===== src/inc/ibs_pkg.sv =====
`default_nettype none

package ibs_pkg;

    // Register port geometry
    localparam int          ADDR_W           = 28;
    localparam int          DATA_W           = 8;

    // Register addresses
    localparam logic [27:0] BUS_STATUS_ADDR  = 28'hffffd86;
    localparam logic [27:0] SLAVE_ADDR_ADDR  = 28'hffffd8a;
    localparam logic [27:0] IRQ_STATUS_ADDR  = 28'hffffd8c;
    localparam logic [27:0] IRQ_ENABLE_ADDR  = 28'hffffd8d;
    localparam logic [27:0] IRQ_CLEAR_ADDR   = 28'hffffd8e;

    // Reset values
    localparam logic [7:0]  STATUS_RESET     = 8'h00;
    localparam logic [7:0]  SLAVE_ADDR_RESET = 8'h00;
    localparam logic [3:0]  IRQ_RESET        = 4'h0;

    // Bus status field positions
    localparam int          MASTER_BIT       = 7;
    localparam int          ARB_LOST_BIT     = 6;
    localparam int          EXT_CODE_BIT     = 5;
    localparam int          ADDR_MATCH_BIT   = 4;

    // Interrupt event positions
    localparam int          EV_START         = 0;
    localparam int          EV_STOP          = 1;
    localparam int          EV_ARB_LOST      = 2;
    localparam int          EV_ADDR_BYTE     = 3;
    localparam int          EV_W             = 4;

    // Address byte decoding
    localparam logic [3:0]  EXT_CODE_LOW     = 4'h0;
    localparam logic [3:0]  EXT_CODE_HIGH    = 4'hf;
    localparam logic [3:0]  EIGHTH_CLOCK     = 4'h8;
    localparam logic [3:0]  BIT_COUNT_ZERO   = 4'h0;
    localparam logic [3:0]  BIT_COUNT_ONE    = 4'h1;

    // Register request from the processor side
    typedef struct packed {
        logic [27:0] addr;
        logic [7:0]  wdata;
        logic        wr;
        logic        rd;
        logic        bit_access;
        logic [2:0]  bit_sel;
    } ibs_req_t;

    // Flags handed in by the rest of the controller
    typedef struct packed {
        logic start_generated;
        logic comm_exit;
        logic unit_enable;
        logic sda_released;
        logic transmit_state;
        logic ack_seen;
    } ibs_ctl_t;

    // Bus phase
    typedef enum logic [1:0] {
        IBS_IDLE    = 2'b00,
        IBS_ADDRESS = 2'b01,
        IBS_DATA    = 2'b10
    } ibs_phase_t;

endpackage : ibs_pkg

`default_nettype wire


===== src/rtl/ibs_status.sv =====
// How it works
// Status register is read-only; byte reads and single-bit reads both supported.
// Software reads status only while start trigger is set or during wait.
// Reset clears status bits 7..4, 1 and 0, read data reads zero; transmit and ack follow the controller flags.
// Bits 7..0: master, arb lost, ext code, match, transmit, ack, start, stop.
// Master flag sets when this unit generates a start condition.
// Master flag clears on stop, arb loss, exit, enable falling, reset.
// Arbitration-lost flag sets when this unit loses bus arbitration.
// Arbitration-lost flag clears after a status read, enable falling, reset.
// A bit access to any other status bit also clears arbitration-lost.
// Extension flag sets at eighth clock when address high nibble is 0000 or 1111.
// Extension flag clears on start, stop, exit, enable falling, reset.
// Match flag sets at eighth clock when address bits 7..1 equal slave address register bits 7..1.
// Match flag clears on start, stop, exit, enable falling, reset.
// Software never touches status while running from the subclock.
// When set and clear of one flag coincide, clear wins; the interrupt status bits let a new event win over a clear write.
`timescale 1ns/1ps
`default_nettype none

module ibs_status (
    // Clock and reset
    input  wire logic             clk_in,
    input  wire logic             reset_in,
    // Register port
    input  wire ibs_pkg::ibs_req_t req_in,
    output logic [7:0]            rdata_out,
    // Controller flags
    input  wire ibs_pkg::ibs_ctl_t ctl_in,
    // Bus pins, asynchronous
    input  wire logic             scl_in,
    input  wire logic             sda_in,
    // Status outputs
    output logic                  master_active_out,
    output logic                  irq_out
);

    // Pin synchronisers
    logic [1:0] scl_sync_ff;
    logic [1:0] nxt_scl_sync;
    logic [1:0] sda_sync_ff;
    logic [1:0] nxt_sda_sync;
    logic       scl_prev_ff;
    logic       nxt_scl_prev;
    logic       sda_prev_ff;
    logic       nxt_sda_prev;

    // Bus tracking
    ibs_pkg::ibs_phase_t phase_ff;
    ibs_pkg::ibs_phase_t nxt_phase;
    logic [3:0]          bit_cnt_ff;
    logic [3:0]          nxt_bit_cnt;
    logic [7:0]          shift_ff;
    logic [7:0]          nxt_shift;
    logic                enable_prev_ff;
    logic                nxt_enable_prev;

    // Flags and registers
    logic       master_ff;
    logic       nxt_master;
    logic       arb_lost_ff;
    logic       nxt_arb_lost;
    logic       ext_code_ff;
    logic       nxt_ext_code;
    logic       match_ff;
    logic       nxt_match;
    logic       start_seen_ff;
    logic       nxt_start_seen;
    logic       stop_seen_ff;
    logic       nxt_stop_seen;
    logic [7:0] slave_addr_ff;
    logic [7:0] nxt_slave_addr;
    logic [3:0] irq_status_ff;
    logic [3:0] nxt_irq_status;
    logic [3:0] irq_enable_ff;
    logic [3:0] nxt_irq_enable;
    logic [7:0] rdata_ff;
    logic [7:0] nxt_rdata;
    logic       irq_ff;
    logic       nxt_irq;

    // Combinational helpers
    logic       scl_s;
    logic       sda_s;
    logic       scl_rise;
    logic       start_det;
    logic       stop_det;
    logic       disable_evt;
    logic       common_clr;
    logic       eighth_clk;
    logic [7:0] rx_byte;
    logic       arb_loss_evt;
    logic       status_read;
    logic [7:0] status_word;
    logic [3:0] events;

    function automatic logic addr_hit(input logic [27:0] addr, input logic [27:0] target);
        addr_hit = (addr == target);
    endfunction : addr_hit

    function automatic logic is_ext_code(input logic [3:0] nibble);
        is_ext_code = (nibble == ibs_pkg::EXT_CODE_LOW) || (nibble == ibs_pkg::EXT_CODE_HIGH);
    endfunction : is_ext_code

    // Edges and conditions
    always_comb begin
        scl_s       = scl_sync_ff[1];
        sda_s       = sda_sync_ff[1];
        scl_rise    = scl_s && !scl_prev_ff;
        // Start and stop are SDA edges while SCL stays high
        start_det   = ctl_in.unit_enable && scl_s && scl_prev_ff && sda_prev_ff && !sda_s;
        stop_det    = ctl_in.unit_enable && scl_s && scl_prev_ff && !sda_prev_ff && sda_s;
        disable_evt = enable_prev_ff && !ctl_in.unit_enable;
        common_clr  = ctl_in.comm_exit || disable_evt;
        rx_byte     = {shift_ff[6:0], sda_s};
        eighth_clk  = scl_rise && (phase_ff == ibs_pkg::IBS_ADDRESS)
                      && (bit_cnt_ff == (ibs_pkg::EIGHTH_CLOCK - ibs_pkg::BIT_COUNT_ONE));
        // Lost when our released SDA is pulled low by another master
        arb_loss_evt = master_ff && scl_rise && ctl_in.sda_released && !sda_s;
        status_read = req_in.rd && addr_hit(req_in.addr, ibs_pkg::BUS_STATUS_ADDR);
        // bit order
        status_word = {master_ff, arb_lost_ff, ext_code_ff, match_ff,
                       ctl_in.transmit_state, ctl_in.ack_seen, start_seen_ff, stop_seen_ff};
        events      = '0;
        events[ibs_pkg::EV_START]     = start_det;
        events[ibs_pkg::EV_STOP]      = stop_det;
        events[ibs_pkg::EV_ARB_LOST]  = arb_loss_evt;
        events[ibs_pkg::EV_ADDR_BYTE] = eighth_clk;
    end

    // Pin sampling and bus phase
    always_comb begin
        nxt_scl_sync    = {scl_sync_ff[0], scl_in};
        nxt_sda_sync    = {sda_sync_ff[0], sda_in};
        nxt_scl_prev    = scl_s;
        nxt_sda_prev    = sda_s;
        nxt_enable_prev = ctl_in.unit_enable;
        nxt_phase       = phase_ff;
        nxt_bit_cnt     = bit_cnt_ff;
        nxt_shift       = shift_ff;
        if (!ctl_in.unit_enable || stop_det || ctl_in.comm_exit) begin
            nxt_phase   = ibs_pkg::IBS_IDLE;
            nxt_bit_cnt = ibs_pkg::BIT_COUNT_ZERO;
        end else if (start_det) begin
            nxt_phase   = ibs_pkg::IBS_ADDRESS;
            nxt_bit_cnt = ibs_pkg::BIT_COUNT_ZERO;
        end else if (scl_rise) begin
            case (phase_ff)
                ibs_pkg::IBS_ADDRESS: begin
                    nxt_shift   = rx_byte;
                    nxt_bit_cnt = bit_cnt_ff + ibs_pkg::BIT_COUNT_ONE;
                    if (eighth_clk) begin
                        nxt_phase = ibs_pkg::IBS_DATA;
                    end
                end
                default: begin
                    nxt_bit_cnt = bit_cnt_ff;
                end
            endcase
        end
    end

    always_ff @(posedge clk_in) begin
        if (reset_in) begin
            scl_sync_ff    <= 2'h3;
            sda_sync_ff    <= 2'h3;
            scl_prev_ff    <= 1'h1;
            sda_prev_ff    <= 1'h1;
            enable_prev_ff <= 1'h0;
            phase_ff       <= ibs_pkg::IBS_IDLE;
            bit_cnt_ff     <= ibs_pkg::BIT_COUNT_ZERO;
            shift_ff       <= ibs_pkg::SLAVE_ADDR_RESET;
        end else begin
            scl_sync_ff    <= nxt_scl_sync;
            sda_sync_ff    <= nxt_sda_sync;
            scl_prev_ff    <= nxt_scl_prev;
            sda_prev_ff    <= nxt_sda_prev;
            enable_prev_ff <= nxt_enable_prev;
            phase_ff       <= nxt_phase;
            bit_cnt_ff     <= nxt_bit_cnt;
            shift_ff       <= nxt_shift;
        end
    end

    // Status flags; every clear term is tested before its set term
    always_comb begin
        nxt_master     = master_ff;
        nxt_arb_lost   = arb_lost_ff;
        nxt_ext_code   = ext_code_ff;
        nxt_match      = match_ff;
        nxt_start_seen = start_seen_ff;
        nxt_stop_seen  = stop_seen_ff;
        // master clear, R15 clear wins
        if (stop_det || arb_lost_ff || arb_loss_evt || common_clr) begin
            nxt_master = 1'h0;
        // master set
        end else if (ctl_in.start_generated) begin
            nxt_master = 1'h1;
        end
        // any status byte or bit read clears
        if (status_read || disable_evt) begin
            nxt_arb_lost = 1'h0;
        // arbitration loss
        end else if (arb_loss_evt) begin
            nxt_arb_lost = 1'h1;
        end
        // extension and match clear
        if (start_det || stop_det || common_clr) begin
            nxt_ext_code = 1'h0;
            nxt_match    = 1'h0;
        end else if (eighth_clk) begin
            // extension code detect
            nxt_ext_code = is_ext_code(rx_byte[7:4]);
            // own address compare
            nxt_match    = (rx_byte[7:1] == slave_addr_ff[7:1]);
        end
        if (stop_det || common_clr) begin
            nxt_start_seen = 1'h0;
        end else if (start_det) begin
            nxt_start_seen = 1'h1;
        end
        if (start_det || common_clr) begin
            nxt_stop_seen = 1'h0;
        end else if (stop_det) begin
            nxt_stop_seen = 1'h1;
        end
    end

    always_ff @(posedge clk_in) begin
        // reset to zero
        if (reset_in) begin
            master_ff     <= ibs_pkg::STATUS_RESET[ibs_pkg::MASTER_BIT];
            arb_lost_ff   <= ibs_pkg::STATUS_RESET[ibs_pkg::ARB_LOST_BIT];
            ext_code_ff   <= ibs_pkg::STATUS_RESET[ibs_pkg::EXT_CODE_BIT];
            match_ff      <= ibs_pkg::STATUS_RESET[ibs_pkg::ADDR_MATCH_BIT];
            start_seen_ff <= 1'h0;
            stop_seen_ff  <= 1'h0;
        end else begin
            master_ff     <= nxt_master;
            arb_lost_ff   <= nxt_arb_lost;
            ext_code_ff   <= nxt_ext_code;
            match_ff      <= nxt_match;
            start_seen_ff <= nxt_start_seen;
            stop_seen_ff  <= nxt_stop_seen;
        end
    end

    // Register port, interrupt block and read data
    always_comb begin
        nxt_slave_addr = slave_addr_ff;
        nxt_irq_enable = irq_enable_ff;
        nxt_irq_status = irq_status_ff;
        nxt_rdata      = 8'h00;
        // Writes to the status address fall through: the register is read-only
        if (req_in.wr && addr_hit(req_in.addr, ibs_pkg::SLAVE_ADDR_ADDR)) begin
            nxt_slave_addr = req_in.wdata;
        end else if (req_in.wr && addr_hit(req_in.addr, ibs_pkg::IRQ_ENABLE_ADDR)) begin
            nxt_irq_enable = req_in.wdata[3:0];
        end else if (req_in.wr && addr_hit(req_in.addr, ibs_pkg::IRQ_CLEAR_ADDR)) begin
            nxt_irq_status = irq_status_ff & ~req_in.wdata[3:0];
        end
        // A new event outranks a clear written in the same cycle
        nxt_irq_status = nxt_irq_status | events;
        // byte or single bit read
        if (status_read && req_in.bit_access) begin
            nxt_rdata = {7'h00, status_word[req_in.bit_sel]};
        end else if (status_read) begin
            nxt_rdata = status_word;
        end else if (req_in.rd && addr_hit(req_in.addr, ibs_pkg::SLAVE_ADDR_ADDR)) begin
            nxt_rdata = slave_addr_ff;
        end else if (req_in.rd && addr_hit(req_in.addr, ibs_pkg::IRQ_STATUS_ADDR)) begin
            nxt_rdata = {4'h0, irq_status_ff};
        end else if (req_in.rd && addr_hit(req_in.addr, ibs_pkg::IRQ_ENABLE_ADDR)) begin
            nxt_rdata = {4'h0, irq_enable_ff};
        end
        nxt_irq = |(nxt_irq_status & nxt_irq_enable);
    end

    always_ff @(posedge clk_in) begin
        if (reset_in) begin
            slave_addr_ff <= ibs_pkg::SLAVE_ADDR_RESET;
            irq_enable_ff <= ibs_pkg::IRQ_RESET;
            irq_status_ff <= ibs_pkg::IRQ_RESET;
            rdata_ff      <= ibs_pkg::STATUS_RESET;
            irq_ff        <= 1'h0;
        end else begin
            slave_addr_ff <= nxt_slave_addr;
            irq_enable_ff <= nxt_irq_enable;
            irq_status_ff <= nxt_irq_status;
            rdata_ff      <= nxt_rdata;
            irq_ff        <= nxt_irq;
        end
    end

    assign rdata_out         = rdata_ff;
    assign irq_out           = irq_ff;
    assign master_active_out = master_ff;

endmodule : ibs_status

`default_nettype wire


===== config.mk =====
export PLATFORM = sky130hd
export DESIGN_NAME = ibs_status
export DESIGN_NICKNAME = d
export VERILOG_FILES = /design/src/inc/ibs_pkg.sv /design/src/rtl/ibs_status.sv
export SDC_FILE = /design/constraint.sdc
export NUM_CORES = 1
export LEC_CHECK = 0
export CAP_MARGIN = 10
export CELL_PAD_IN_SITES_DETAIL_PLACEMENT = 0
export CELL_PAD_IN_SITES_GLOBAL_PLACEMENT = 1
export CORE_MARGIN = 2
export CORE_UTILIZATION = 46
export CTS_CLUSTER_SIZE = 8
export DETAILED_ROUTE_END_ITERATION = 12
export DONT_BUFFER_PORTS = 1
export PLACE_DENSITY = 0.81
export SLEW_MARGIN = 20
export SYNTH_ARGS = -nofsm -noshare
export SYNTH_HDL_FRONTEND = slang
export SYNTH_SLANG_ARGS = --single-unit

===== constraint.sdc =====
create_clock -name clk_in -period 2.74 [get_ports clk_in]
set_clock_uncertainty 0.15 [all_clocks]
set_input_delay 0.548 -clock clk_in [delete_from_list [all_inputs] [get_ports clk_in]]
set_output_delay 0.548 -clock clk_in [all_outputs]
set_load 0.01 [all_outputs]

==> results.json, run 1 <==
{
  "ios": 62,
  "dpl_cell_area_um2": 2420,
  "holdBufCountCts": 0,
  "holdWs_ps": 170,
  "globalRoute.totalOverflow": 0,
  "drtPass1Iterations": 4,
  "clkTransAtPathRegs_ps": 80,
  "grt_pass1_wl_mm": 8.38,
  "post_cts_repair_resize_count": 0,
  "fin_crit_sh": 0.814,
  "netlist.top_cell.by_area": "sky130_fd_sc_hd__dfxtp_1",
  "timing.max_slew.rel_slack": 0.537,
  "grt.met2_usage": 0.322,
  "grt_setup_unrepaired": "no",
  "final_routed_drc_violation_total": 0,
  "holdCritPathClass": "in2reg",
  "htree_levels": 2,
  "powerDensity_nw_per_um2": 476,
  "synth_warnings": 0,
  "timing.max_cap.violations": 0,
  "synth.top_cell.area_share": 0.431,
  "diodes": 0,
  "start_kind": "input port",
  "first_global_vias": 1756,
  "outcome": "completed",
  "vias": 1859,
  "leakagePower_nw": 0.844,
  "synth.net_count": 305,
  "min-delay-start": "ctl_in[4]",
  "worstPathArrival_ps": 2320,
  "async_flop_share": 0,
  "clk_root_buffer_cell": "sky130_fd_sc_hd__clkbuf_8",
  "final_wirelength_mm": 5.18,
  "cts_inserted_buffers": 5,
  "cp.required_ps": 2830,
  "core_area_um2": 5040,
  "final_layout_size_suffix_gt1_frac": 0.139,
  "tritoncts_num_sinks": 51,
  "maximum_number_of_pins_on_one_net_before_global_route_repair": 41,
  "design.die.area_um2": 5740,
  "layout_common_cells": "sky130_fd_sc_hd__dfxtp_1 (51), sky130_fd_sc_hd__nor2_1 (35), sky130_fd_sc_hd__nand3_1 (16)",
  "place.port_buffers": 0,
  "max_freq_ghz": 0.448,
  "final_core_util": 0.496,
  "worst_setup_path_end_kind": "flop",
  "layout_min_cycle_time_ps": 2230,
  "syn_inst": 252,
  "detailed_place_hpwl_mm": 3.98,
  "worstSetupPathType": "in2reg",
  "use_met3": 0.0582,
  "die-height_um": 75.8,
  "synth_area_um2": 2370,
  "final-max-slew-violation-count": 0,
  "final_antenna_net_count": 0,
  "tritoncts_clock_tree": "built",
  "gp_congestion": 0.808,
  "finalSetupTns_ps": 0,
  "grt_use_total": 0.193,
  "floorplan.rows": 26,
  "ys_types": 55,
  "synth.avg_cell_area_um2": 9.40,
  "busiest_layer": "met2",
  "post_cts_repair_timing_setup_buffer_count": 0,
  "initial_core_util": 0.470,
  "ir_worst_vdd_uv": 241,
  "antenna_found_initial": 0,
  "drt_first_iter_violations": 68,
  "dominantRegCellSynth": "sky130_fd_sc_hd__dfxtp_1",
  "yosysSeqAreaShare": 0.431,
  "timing.rr.start": "scl_sync_ff[1]$_SDFF_PP1_",
  "critical_path_peak_fanout": 13,
  "synth_top_cells_by_area": "sky130_fd_sc_hd__dfxtp_1 (43%), sky130_fd_sc_hd__nor2_1 (5.5%), sky130_fd_sc_hd__mux2i_1 (5.1%), sky130_fd_sc_hd__nand3_1 (3.4%), sky130_fd_sc_hd__a21oi_1 (3.0%)",
  "cp-startpoint": "req_in[19]",
  "layout.cells.most_common": "sky130_fd_sc_hd__dfxtp_1",
  "synth.ff_latch_count": 51,
  "clk-insertion-delay-late_ps": 290,
  "die_width_um": 75.8,
  "post_synthesis_to_final_layout_area_growth_pct": 5.44,
  "wl_per_cell_um": 16.1,
  "stdcell_area_um2": 2500,
  "number_of_nets_in_the_finished_design": 304,
  "synth-edff-count": 0,
  "worst_tran_pin_value_ps": 691,
  "setup_viol": 0,
  "grt_use_met1": 0.244,
  "route.detailed.vias_per_inst": 5.77,
  "hold_violations_final": 0,
  "ctsLongestPathBuffers": 2
}
==> layer usage <==
metal	up-vias	wire, um
met2	58	2570
met1	878	2280
met4	0	22
met3	2	300
li1	921	-
met5	-	0
==> cells by family after synthesis <==
| group | count (synthesis) | share of synthesized area |
|---|---|---|
| AO/OA/AOI/OAI | 51 | 0.152 |
| XOR/XNOR | 10 | 0.0370 |
| adder cells (fa/ha/maj) | 1 | 0.00528 |
| buffers and inverters | 17 | 0.0343 |
| flip-flops | 51 | 0.431 |
| multiplexers | 15 | 0.0744 |
| AND/OR/NAND/NOR | 107 | 0.266 |
==> path summary, 6_finish.rpt <==
| path | endpoint | slack [ps] | cells past startpoint |
|---|---|---|---|
| worst max-delay path | rdata_out[2]$_SDFF_PP0_ | 510 | 6 |
| worst min-delay path | stop_seen_ff$_SDFFE_PP0P_ | 170 | 1 |
| worst max register to register | shift_ff[3]$_SDFFE_PP0P_ | 740 | 6 |
| worst min register to register | scl_sync_ff[1]$_SDFF_PP1_ | 260 | 1 |
==> critical path, cell delays in order <==
cell                      delay [ps]
sky130_fd_sc_hd__or4b_4          520
sky130_fd_sc_hd__nor4_2          210
sky130_fd_sc_hd__buf_4           220
sky130_fd_sc_hd__nand4_2         310
sky130_fd_sc_hd__nor3b_2         320
sky130_fd_sc_hd__a221o_1         180
==> power breakdown <==
part	total (mW)	switching, mW	internal [mW]	leakage (nW)
registers	0.751	0.00465	0.746	0.412
clock network	0.404	0.224	0.180	0.0422
logic	0.0354	0.0163	0.0191	0.389
==> synth_stat cells, types with 3 or more instances <==
master and n:
sky130_fd_sc_hd__a21boi_0 4, sky130_fd_sc_hd__a21oi_1 14, sky130_fd_sc_hd__a221o_1 3, sky130_fd_sc_hd__and3_1 3, sky130_fd_sc_hd__clkbuf_1 4, sky130_fd_sc_hd__dfxtp_1 51, sky130_fd_sc_hd__inv_1 7, sky130_fd_sc_hd__mux2i_1 12
sky130_fd_sc_hd__nand2_1 8, sky130_fd_sc_hd__nand3_1 16, sky130_fd_sc_hd__nand4_1 10, sky130_fd_sc_hd__nor2_1 35, sky130_fd_sc_hd__nor2b_1 4, sky130_fd_sc_hd__o21ai_1 8, sky130_fd_sc_hd__o21ba_2 4, sky130_fd_sc_hd__o22ai_1 3
sky130_fd_sc_hd__o31a_1 3, sky130_fd_sc_hd__o32a_1 4, sky130_fd_sc_hd__or2_2 7, sky130_fd_sc_hd__xnor2_1 8
==> stage by stage <==
step / total power [mW] / instances / setup slack, ps
after floorplan: 0.809 / 252 / 332
after global placement: 0.804 / 314 / 241
after detailed placement: 0.804 / 314 / 191
after CTS: 1.21 / 322 / 500
after global routing: 1.24 / 322 / 308
final: 1.19 / 322 / 509
==> state kept, by name, summed over array words and instances (netlist names) <==
| name | cells |
|---|---|
| irq_enable_ff | 4 |
| scl_sync_ff | 2 |
| sda_sync_ff | 2 |
| ext_code_ff | 1 |
| arb_lost_ff | 1 |
| irq_out | 1 |
| slave_addr_ff | 8 |
| sda_prev_ff | 1 |
| rdata_out | 8 |
| stop_seen_ff | 1 |
| irq_status_ff | 4 |
| master_active_out | 1 |
| phase_ff | 2 |
| match_ff | 1 |
| enable_prev_ff | 1 |
| shift_ff | 7 |
| scl_prev_ff | 1 |
| bit_cnt_ff | 4 |
| start_seen_ff | 1 |
==> cell type report <==
class / count / area, um^2
tap: 70 / 87.6
clock buffer: 7 / 76.3
multi-input combinational: 184 / 1270
fill: 491 / 2540
timing repair buffer: 2 / 15.0
inverter: 7 / 26.3
sequential: 51 / 1020
clock inverter: 1 / 5.00
No activity file was read; power rests on OpenSTA's default activity.
==> run 2: changes to the inputs <==
Settings changed: CORE_UTILIZATION 46 to 42, PLACE_DENSITY 0.81 to 0.78.
Clock period 2.74 ns to 1.8 ns, I/O delays scaled along.
==> run 2 against run 1 <==
Net effect:
- the flow now finishes with violations (negative setup slack)
- clock power up 63%
- wire length up 14%
- via count up 6.1%
- combinational power rose to 2.7 times the previous value
- count of clock-buffer cells in the layout down 2
- critical path type unchanged
- largest cell class unchanged
==> results.json, run 2 (synthesis results as in run 1) <==
{
  "path_buf_inv": 0,
  "ir_worst_vdd_uv": 611,
  "cp_cell_sequence": "or4b_4, or4_4, o31a_1, o22ai_1, a41oi_1",
  "layout_min_cycle_time_ps": 1890,
  "worstSetupPathType": "in2reg",
  "grt_setup_unrepaired": "yes",
  "drt_first_iter_violations": 105,
  "grt_use_total": 0.190,
  "grt_pass1_wl_mm": 9.29,
  "powerDensity_nw_per_um2": 650,
  "clk_root_buffer_cell": "sky130_fd_sc_hd__clkbuf_8",
  "layout.cells.most_common": "sky130_fd_sc_hd__dfxtp_1",
  "first_global_vias": 1871,
  "fin_cells": 351,
  "fin_ws_ps": -89.1,
  "post_cts_repair_timing_setup_buffer_count": 0,
  "maximum_number_of_pins_on_one_net_before_global_route_repair": 41,
  "holdCritPathClass": "in2reg",
  "die-height_um": 79.1,
  "final-max-slew-violation-count": 0,
  "critical_path_peak_fanout": 4,
  "tritoncts_num_sinks": 51,
  "number_of_nets_in_the_finished_design": 331,
  "worstPathArrival_ps": 1920,
  "worst_tran_pin_value_ps": 514,
  "ctsLongestPathBuffers": 2,
  "tritoncts_clock_tree": "built",
  "numPlacedInstances": 334,
  "place.port_buffers": 0,
  "globalRoute.totalOverflow": 0,
  "htree_levels": 2,
  "diodes": 0,
  "wl_per_cell_um": 16.9,
  "gp_congestion": 0.818,
  "cts_inserted_buffers": 5,
  "hold_violations_final": 0,
  "timing.critical_path.slowest_cell_delay_ps": 520,
  "final_wirelength_mm": 5.92,
  "timing.max_slew.rel_slack": 0.656,
  "leakagePower_nw": 1.04,
  "start_kind": "input port",
  "final_layout_size_suffix_gt1_frac": 0.276,
  "die_width_um": 79.1,
  "ios": 62,
  "worst_setup_path_end_kind": "flop",
  "detailed_place_hpwl_mm": 4.24,
  "clk-insertion-delay-late_ps": 310,
  "vias": 1972,
  "initial_core_util": 0.433,
  "clkTransAtPathRegs_ps": 90,
  "outcome": "complete, but fails checks",
  "setup_viol": 6,
  "drtPass1Iterations": 4,
  "crit_path_top_delay_cell": "sky130_fd_sc_hd__or4b_4",
  "post_synthesis_to_final_layout_area_growth_pct": 23.2,
  "timing.max_cap.violations": 0,
  "cp.required_ps": 1830,
  "path_delay_family": "simple AND/OR/NAND/NOR gates",
  "final_routed_drc_violation_total": 0,
  "core_area_um2": 5470,
  "max_freq_ghz": 0.529,
  "layout_common_cells": "sky130_fd_sc_hd__dfxtp_1 (51), sky130_fd_sc_hd__nor2_1 (33), sky130_fd_sc_hd__buf_4 (15)",
  "fin_crit_sh": 1.05,
  "antenna_found_initial": 0,
  "violations": "negative setup slack",
  "route.detailed.vias_per_inst": 5.62,
  "design.die.area_um2": 6260,
  "final_antenna_net_count": 0,
  "dp_worst_setup_slack_ps": -410,
  "floorplan.rows": 27
}
[run 2: layout make-up]
class / instances / area, um^2
clock buffers: 5 / 68.8
flip-flops and latches: 51 / 1020
inverters: 7 / 26.3
repair buffers: 29 / 288
well taps: 72 / 90.1
multi-input cells: 184 / 1410
clock inverters: 3 / 20.0
fillers: 546 / 2550
[run 2: where the power goes]
part / internal (mW) / switching [mW] / leakage, nW
combinational: 0.0498 / 0.0467 / 0.585
clock: 0.271 / 0.388 / 0.0402
sequential: 1.14 / 0.00485 / 0.412
total: 1.46 / 0.439 / 1.04
[run 2: worst register-to-register path: cells and delay by family, from the launching register on]
family	cells	cell delay (ps)
AND/OR/NAND/NOR	2	500
buffers and inverters	1	200
flip-flops	1	350
AO/OA/AOI/OAI	2	410
[run 2: path summary, 6_finish.rpt]
kind                             start                            end  cells after the start  slack, ps
max                         req_in[19]             irq_out$_SDFF_PP0_                      5        -90
min reg2reg  sda_sync_ff[0]$_SDFF_PP1_      sda_sync_ff[1]$_SDFF_PP1_                      1        250
max reg2reg  scl_sync_ff[1]$_SDFF_PP1_             irq_out$_SDFF_PP0_                      5        110
min                          req_in[8]  slave_addr_ff[2]$_SDFFE_PP0P_                      2         30
[run 2: what timing repair did]
item                       in CTS  in global routing
cloned                          1                  0
pin swaps                       0                 11
hold buffers                    6                  2
resized for setup               4                 26
hold endpoints to repair       31                 28
setup endpoints to repair      11                 23
[run 2: metrics by stage]
stage	util	hold WS [ps]	power, mW	TNS, ps	instance area [um^2]
after floorplan	-	239	1.23	-6870	2380
after detailed placement	0.473	244	1.23	-7650	2590
after global placement	0.473	242	1.23	-7830	2590
final	0.533	31.6	1.90	-120	2920
after global routing	0.533	27.6	1.97	-1230	2920
after CTS	0.507	-41.3	1.89	-90.4	2770
[run 2: per-layer routing]
layer  wire length [um]  global-route usage
met1               2680               0.259
met2               2720               0.290
met3                382              0.0511
met4                140              0.0707
met5                  0                   0
==> run 3: changes to the inputs <==
Settings changed: CORE_UTILIZATION 42 to 46, PLACE_DENSITY 0.78 to 0.81, TNS_END_PERCENT from default to 10.
Clock period 1.8 ns to 2.16 ns, I/O delays scaled along.
==> run 3 against run 2 <==
Net effect:
- the run now ends clean
- non-clock buffer count is 16 lower
- critical path depth stayed put
- hold slack worse by 2.6 ps
- global-route usage is 0.74 points higher
- cell area is 11% lower
- flip-flop and latch count stayed put
- sequential power is 16% lower
- via count is 4.8% lower
- total power is 17% lower
- combinational power is 52% lower
- sequential share of layout area is 4.3 points higher
- utilization is 1.7 points lower
- critical path type unchanged
- critical endpoint unchanged
- largest power group unchanged
- highest routed layer unchanged
==> results.json, run 3 (synthesis results as in run 1) <==
{
  "outcome": "completed",
  "holdWs_ps": 29.0,
  "fin_cells": 333,
  "timing.critical_path.slowest_cell_delay_ps": 520,
  "wl_per_cell_um": 16.2,
  "ctsLongestPathBuffers": 2,
  "cp_cell_sequence": "or4b_4, or4_4, o31ai_2, o2bb2ai_1, a41oi_1",
  "worstPathArrival_ps": 2000,
  "worst_tran_pin_value_ps": 520,
  "final_wirelength_mm": 5.39,
  "final-max-slew-violation-count": 0,
  "holdCritPathClass": "in2reg",
  "post_cts_repair_timing_setup_buffer_count": 0,
  "ir_worst_vdd_uv": 390,
  "totalPowerFinal_mw": 1.58,
  "post_synthesis_to_final_layout_area_growth_pct": 9.82,
  "grt_pass1_wl_mm": 8.54,
  "route.detailed.vias_per_inst": 5.64,
  "clk-insertion-delay-late_ps": 310,
  "final_core_util": 0.516,
  "die_width_um": 75.8,
  "antenna_found_initial": 0,
  "powerDensity_nw_per_um2": 608,
  "post_cts_repair_resize_count": 0,
  "timing.rr.start": "scl_sync_ff[1]$_SDFF_PP1_",
  "drt_first_iter_violations": 94,
  "die-height_um": 75.8,
  "critical_path_peak_fanout": 4,
  "timing.max_cap.violations": 0,
  "maximum_number_of_pins_on_one_net_before_global_route_repair": 41,
  "ios": 62,
  "number_of_nets_in_the_finished_design": 315,
  "vias": 1878,
  "clkTransAtPathRegs_ps": 110,
  "multiInputGateArea_um2": 1270,
  "timing.max_slew.rel_slack": 0.653,
  "htree_levels": 2,
  "holdPathEnd": "irq_status_ff[2]$_SDFF_PP0_",
  "floorplan.rows": 26,
  "layout.cells.most_common": "sky130_fd_sc_hd__dfxtp_1",
  "first_global_vias": 1739,
  "grt_setup_unrepaired": "no",
  "final_antenna_net_count": 0,
  "cts_inserted_buffers": 5,
  "fin_crit_sh": 0.911,
  "cp.required_ps": 2190,
  "worst_setup_path_end_kind": "flop",
  "reg2reg_depth": 5,
  "filler_cell_count": 492,
  "start_kind": "input port",
  "numPlacedInstances": 325,
  "final_routed_drc_violation_total": 0,
  "min-delay-start": "reset_in",
  "setup_viol": 0,
  "reg2reg_slack_ps": 360,
  "place.port_buffers": 0,
  "gp_congestion": 0.849,
  "register_area_um2": 1020,
  "globalRoute.totalOverflow": 0,
  "tritoncts_num_sinks": 51,
  "layout_common_cells": "sky130_fd_sc_hd__dfxtp_1 (51), sky130_fd_sc_hd__nor2_1 (35), sky130_fd_sc_hd__nand3_1 (16)",
  "detailed_place_hpwl_mm": 4.07,
  "clk_root_buffer_cell": "sky130_fd_sc_hd__clkbuf_8",
  "worstSetupPathType": "in2reg",
  "drtPass1Iterations": 4,
  "timing.hold.worst_path_depth": 1,
  "core_area_um2": 5040,
  "max_freq_ghz": 0.508,
  "regToRegEndpoint": "irq_out$_SDFF_PP0_",
  "holdBufCountCts": 0,
  "final_layout_size_suffix_gt1_frac": 0.186,
  "tritoncts_clock_tree": "built",
  "grt_use_total": 0.198,
  "diodes": 0,
  "initial_core_util": 0.470,
  "crit_path_top_delay_cell": "sky130_fd_sc_hd__or4b_4",
  "layout_min_cycle_time_ps": 1970,
  "hold_violations_final": 0,
  "design.die.area_um2": 5740,
  "leakagePower_nw": 0.908
}
[run 3: cell count changes in the layout (fill, tap and decap cells not counted), moves of 3 or more]
cell,delta
sky130_fd_sc_hd__o21ai_1,+7
sky130_fd_sc_hd__o21ai_2,-7
sky130_fd_sc_hd__buf_12,-3
sky130_fd_sc_hd__nand3_2,-5
sky130_fd_sc_hd__buf_6,-4
sky130_fd_sc_hd__dlygate4sd3_1,-7
sky130_fd_sc_hd__nand3_1,+5
[run 3: final cells by class]
type                       instances  share of cell area
inverter                           7              0.0101
tap                               70              0.0337
sequential                        51               0.392
clock inverter                     3              0.0111
clock buffer                       5              0.0264
multi-input combinational        184               0.489
timing repair buffer              13              0.0375
[run 3: how the worst max path moves through the flow]
stage                     from                      end
detailed placement  req_in[19]       irq_out$_SDFF_PP0_
finish              req_in[19]       irq_out$_SDFF_PP0_
global route        req_in[19]  rdata_out[5]$_SDFF_PP0_
global placement    req_in[19]       irq_out$_SDFF_PP0_
CTS                 req_in[19]       irq_out$_SDFF_PP0_
floorplan           req_in[19]       irq_out$_SDFF_PP0_
[run 3: stage by stage]
stage                     instance area (um^2)  setup slack, ps  setup TNS, ps
after floorplan                           2370            -30.8           -289
after global placement                    2500            -85.9           -887
after detailed placement                  2500             -124          -1010
after CTS                                 2600              198              0
after global routing                      2600             95.9              0
final                                     2600              193              0
[run 3: report_power, final]
| part | internal, mW | leakage [nW] | total (mW) | switching, mW |
|---|---|---|---|---|
| Clock | 0.241 | 0.0502 | 0.582 | 0.342 |
| Sequential | 0.947 | 0.412 | 0.954 | 0.00630 |
| Combinational | 0.0257 | 0.446 | 0.0467 | 0.0210 |
| Total | 1.21 | 0.908 | 1.58 | 0.369 |
[run 3: routing by layer]
| layer | track usage | part of all wire | wire length [um] | vias up |
|---|---|---|---|---|
| li1 | - | - | - | 946 |
| met1 | 0.267 | 0.47 | 2540 | 895 |
| met2 | 0.309 | 0.47 | 2560 | 35 |
| met3 | 0.0635 | 0.051 | 277 | 2 |
| met4 | 0.0468 | 0.0046 | 25 | 0 |
| met5 | 0 | 0 | 0 | - |
[run 3: critical path, delay by kind of cell]
family | cells | cell delay [ps]
AND/OR/NAND/NOR | 2 | 990
AO/OA/AOI/OAI | 3 | 570
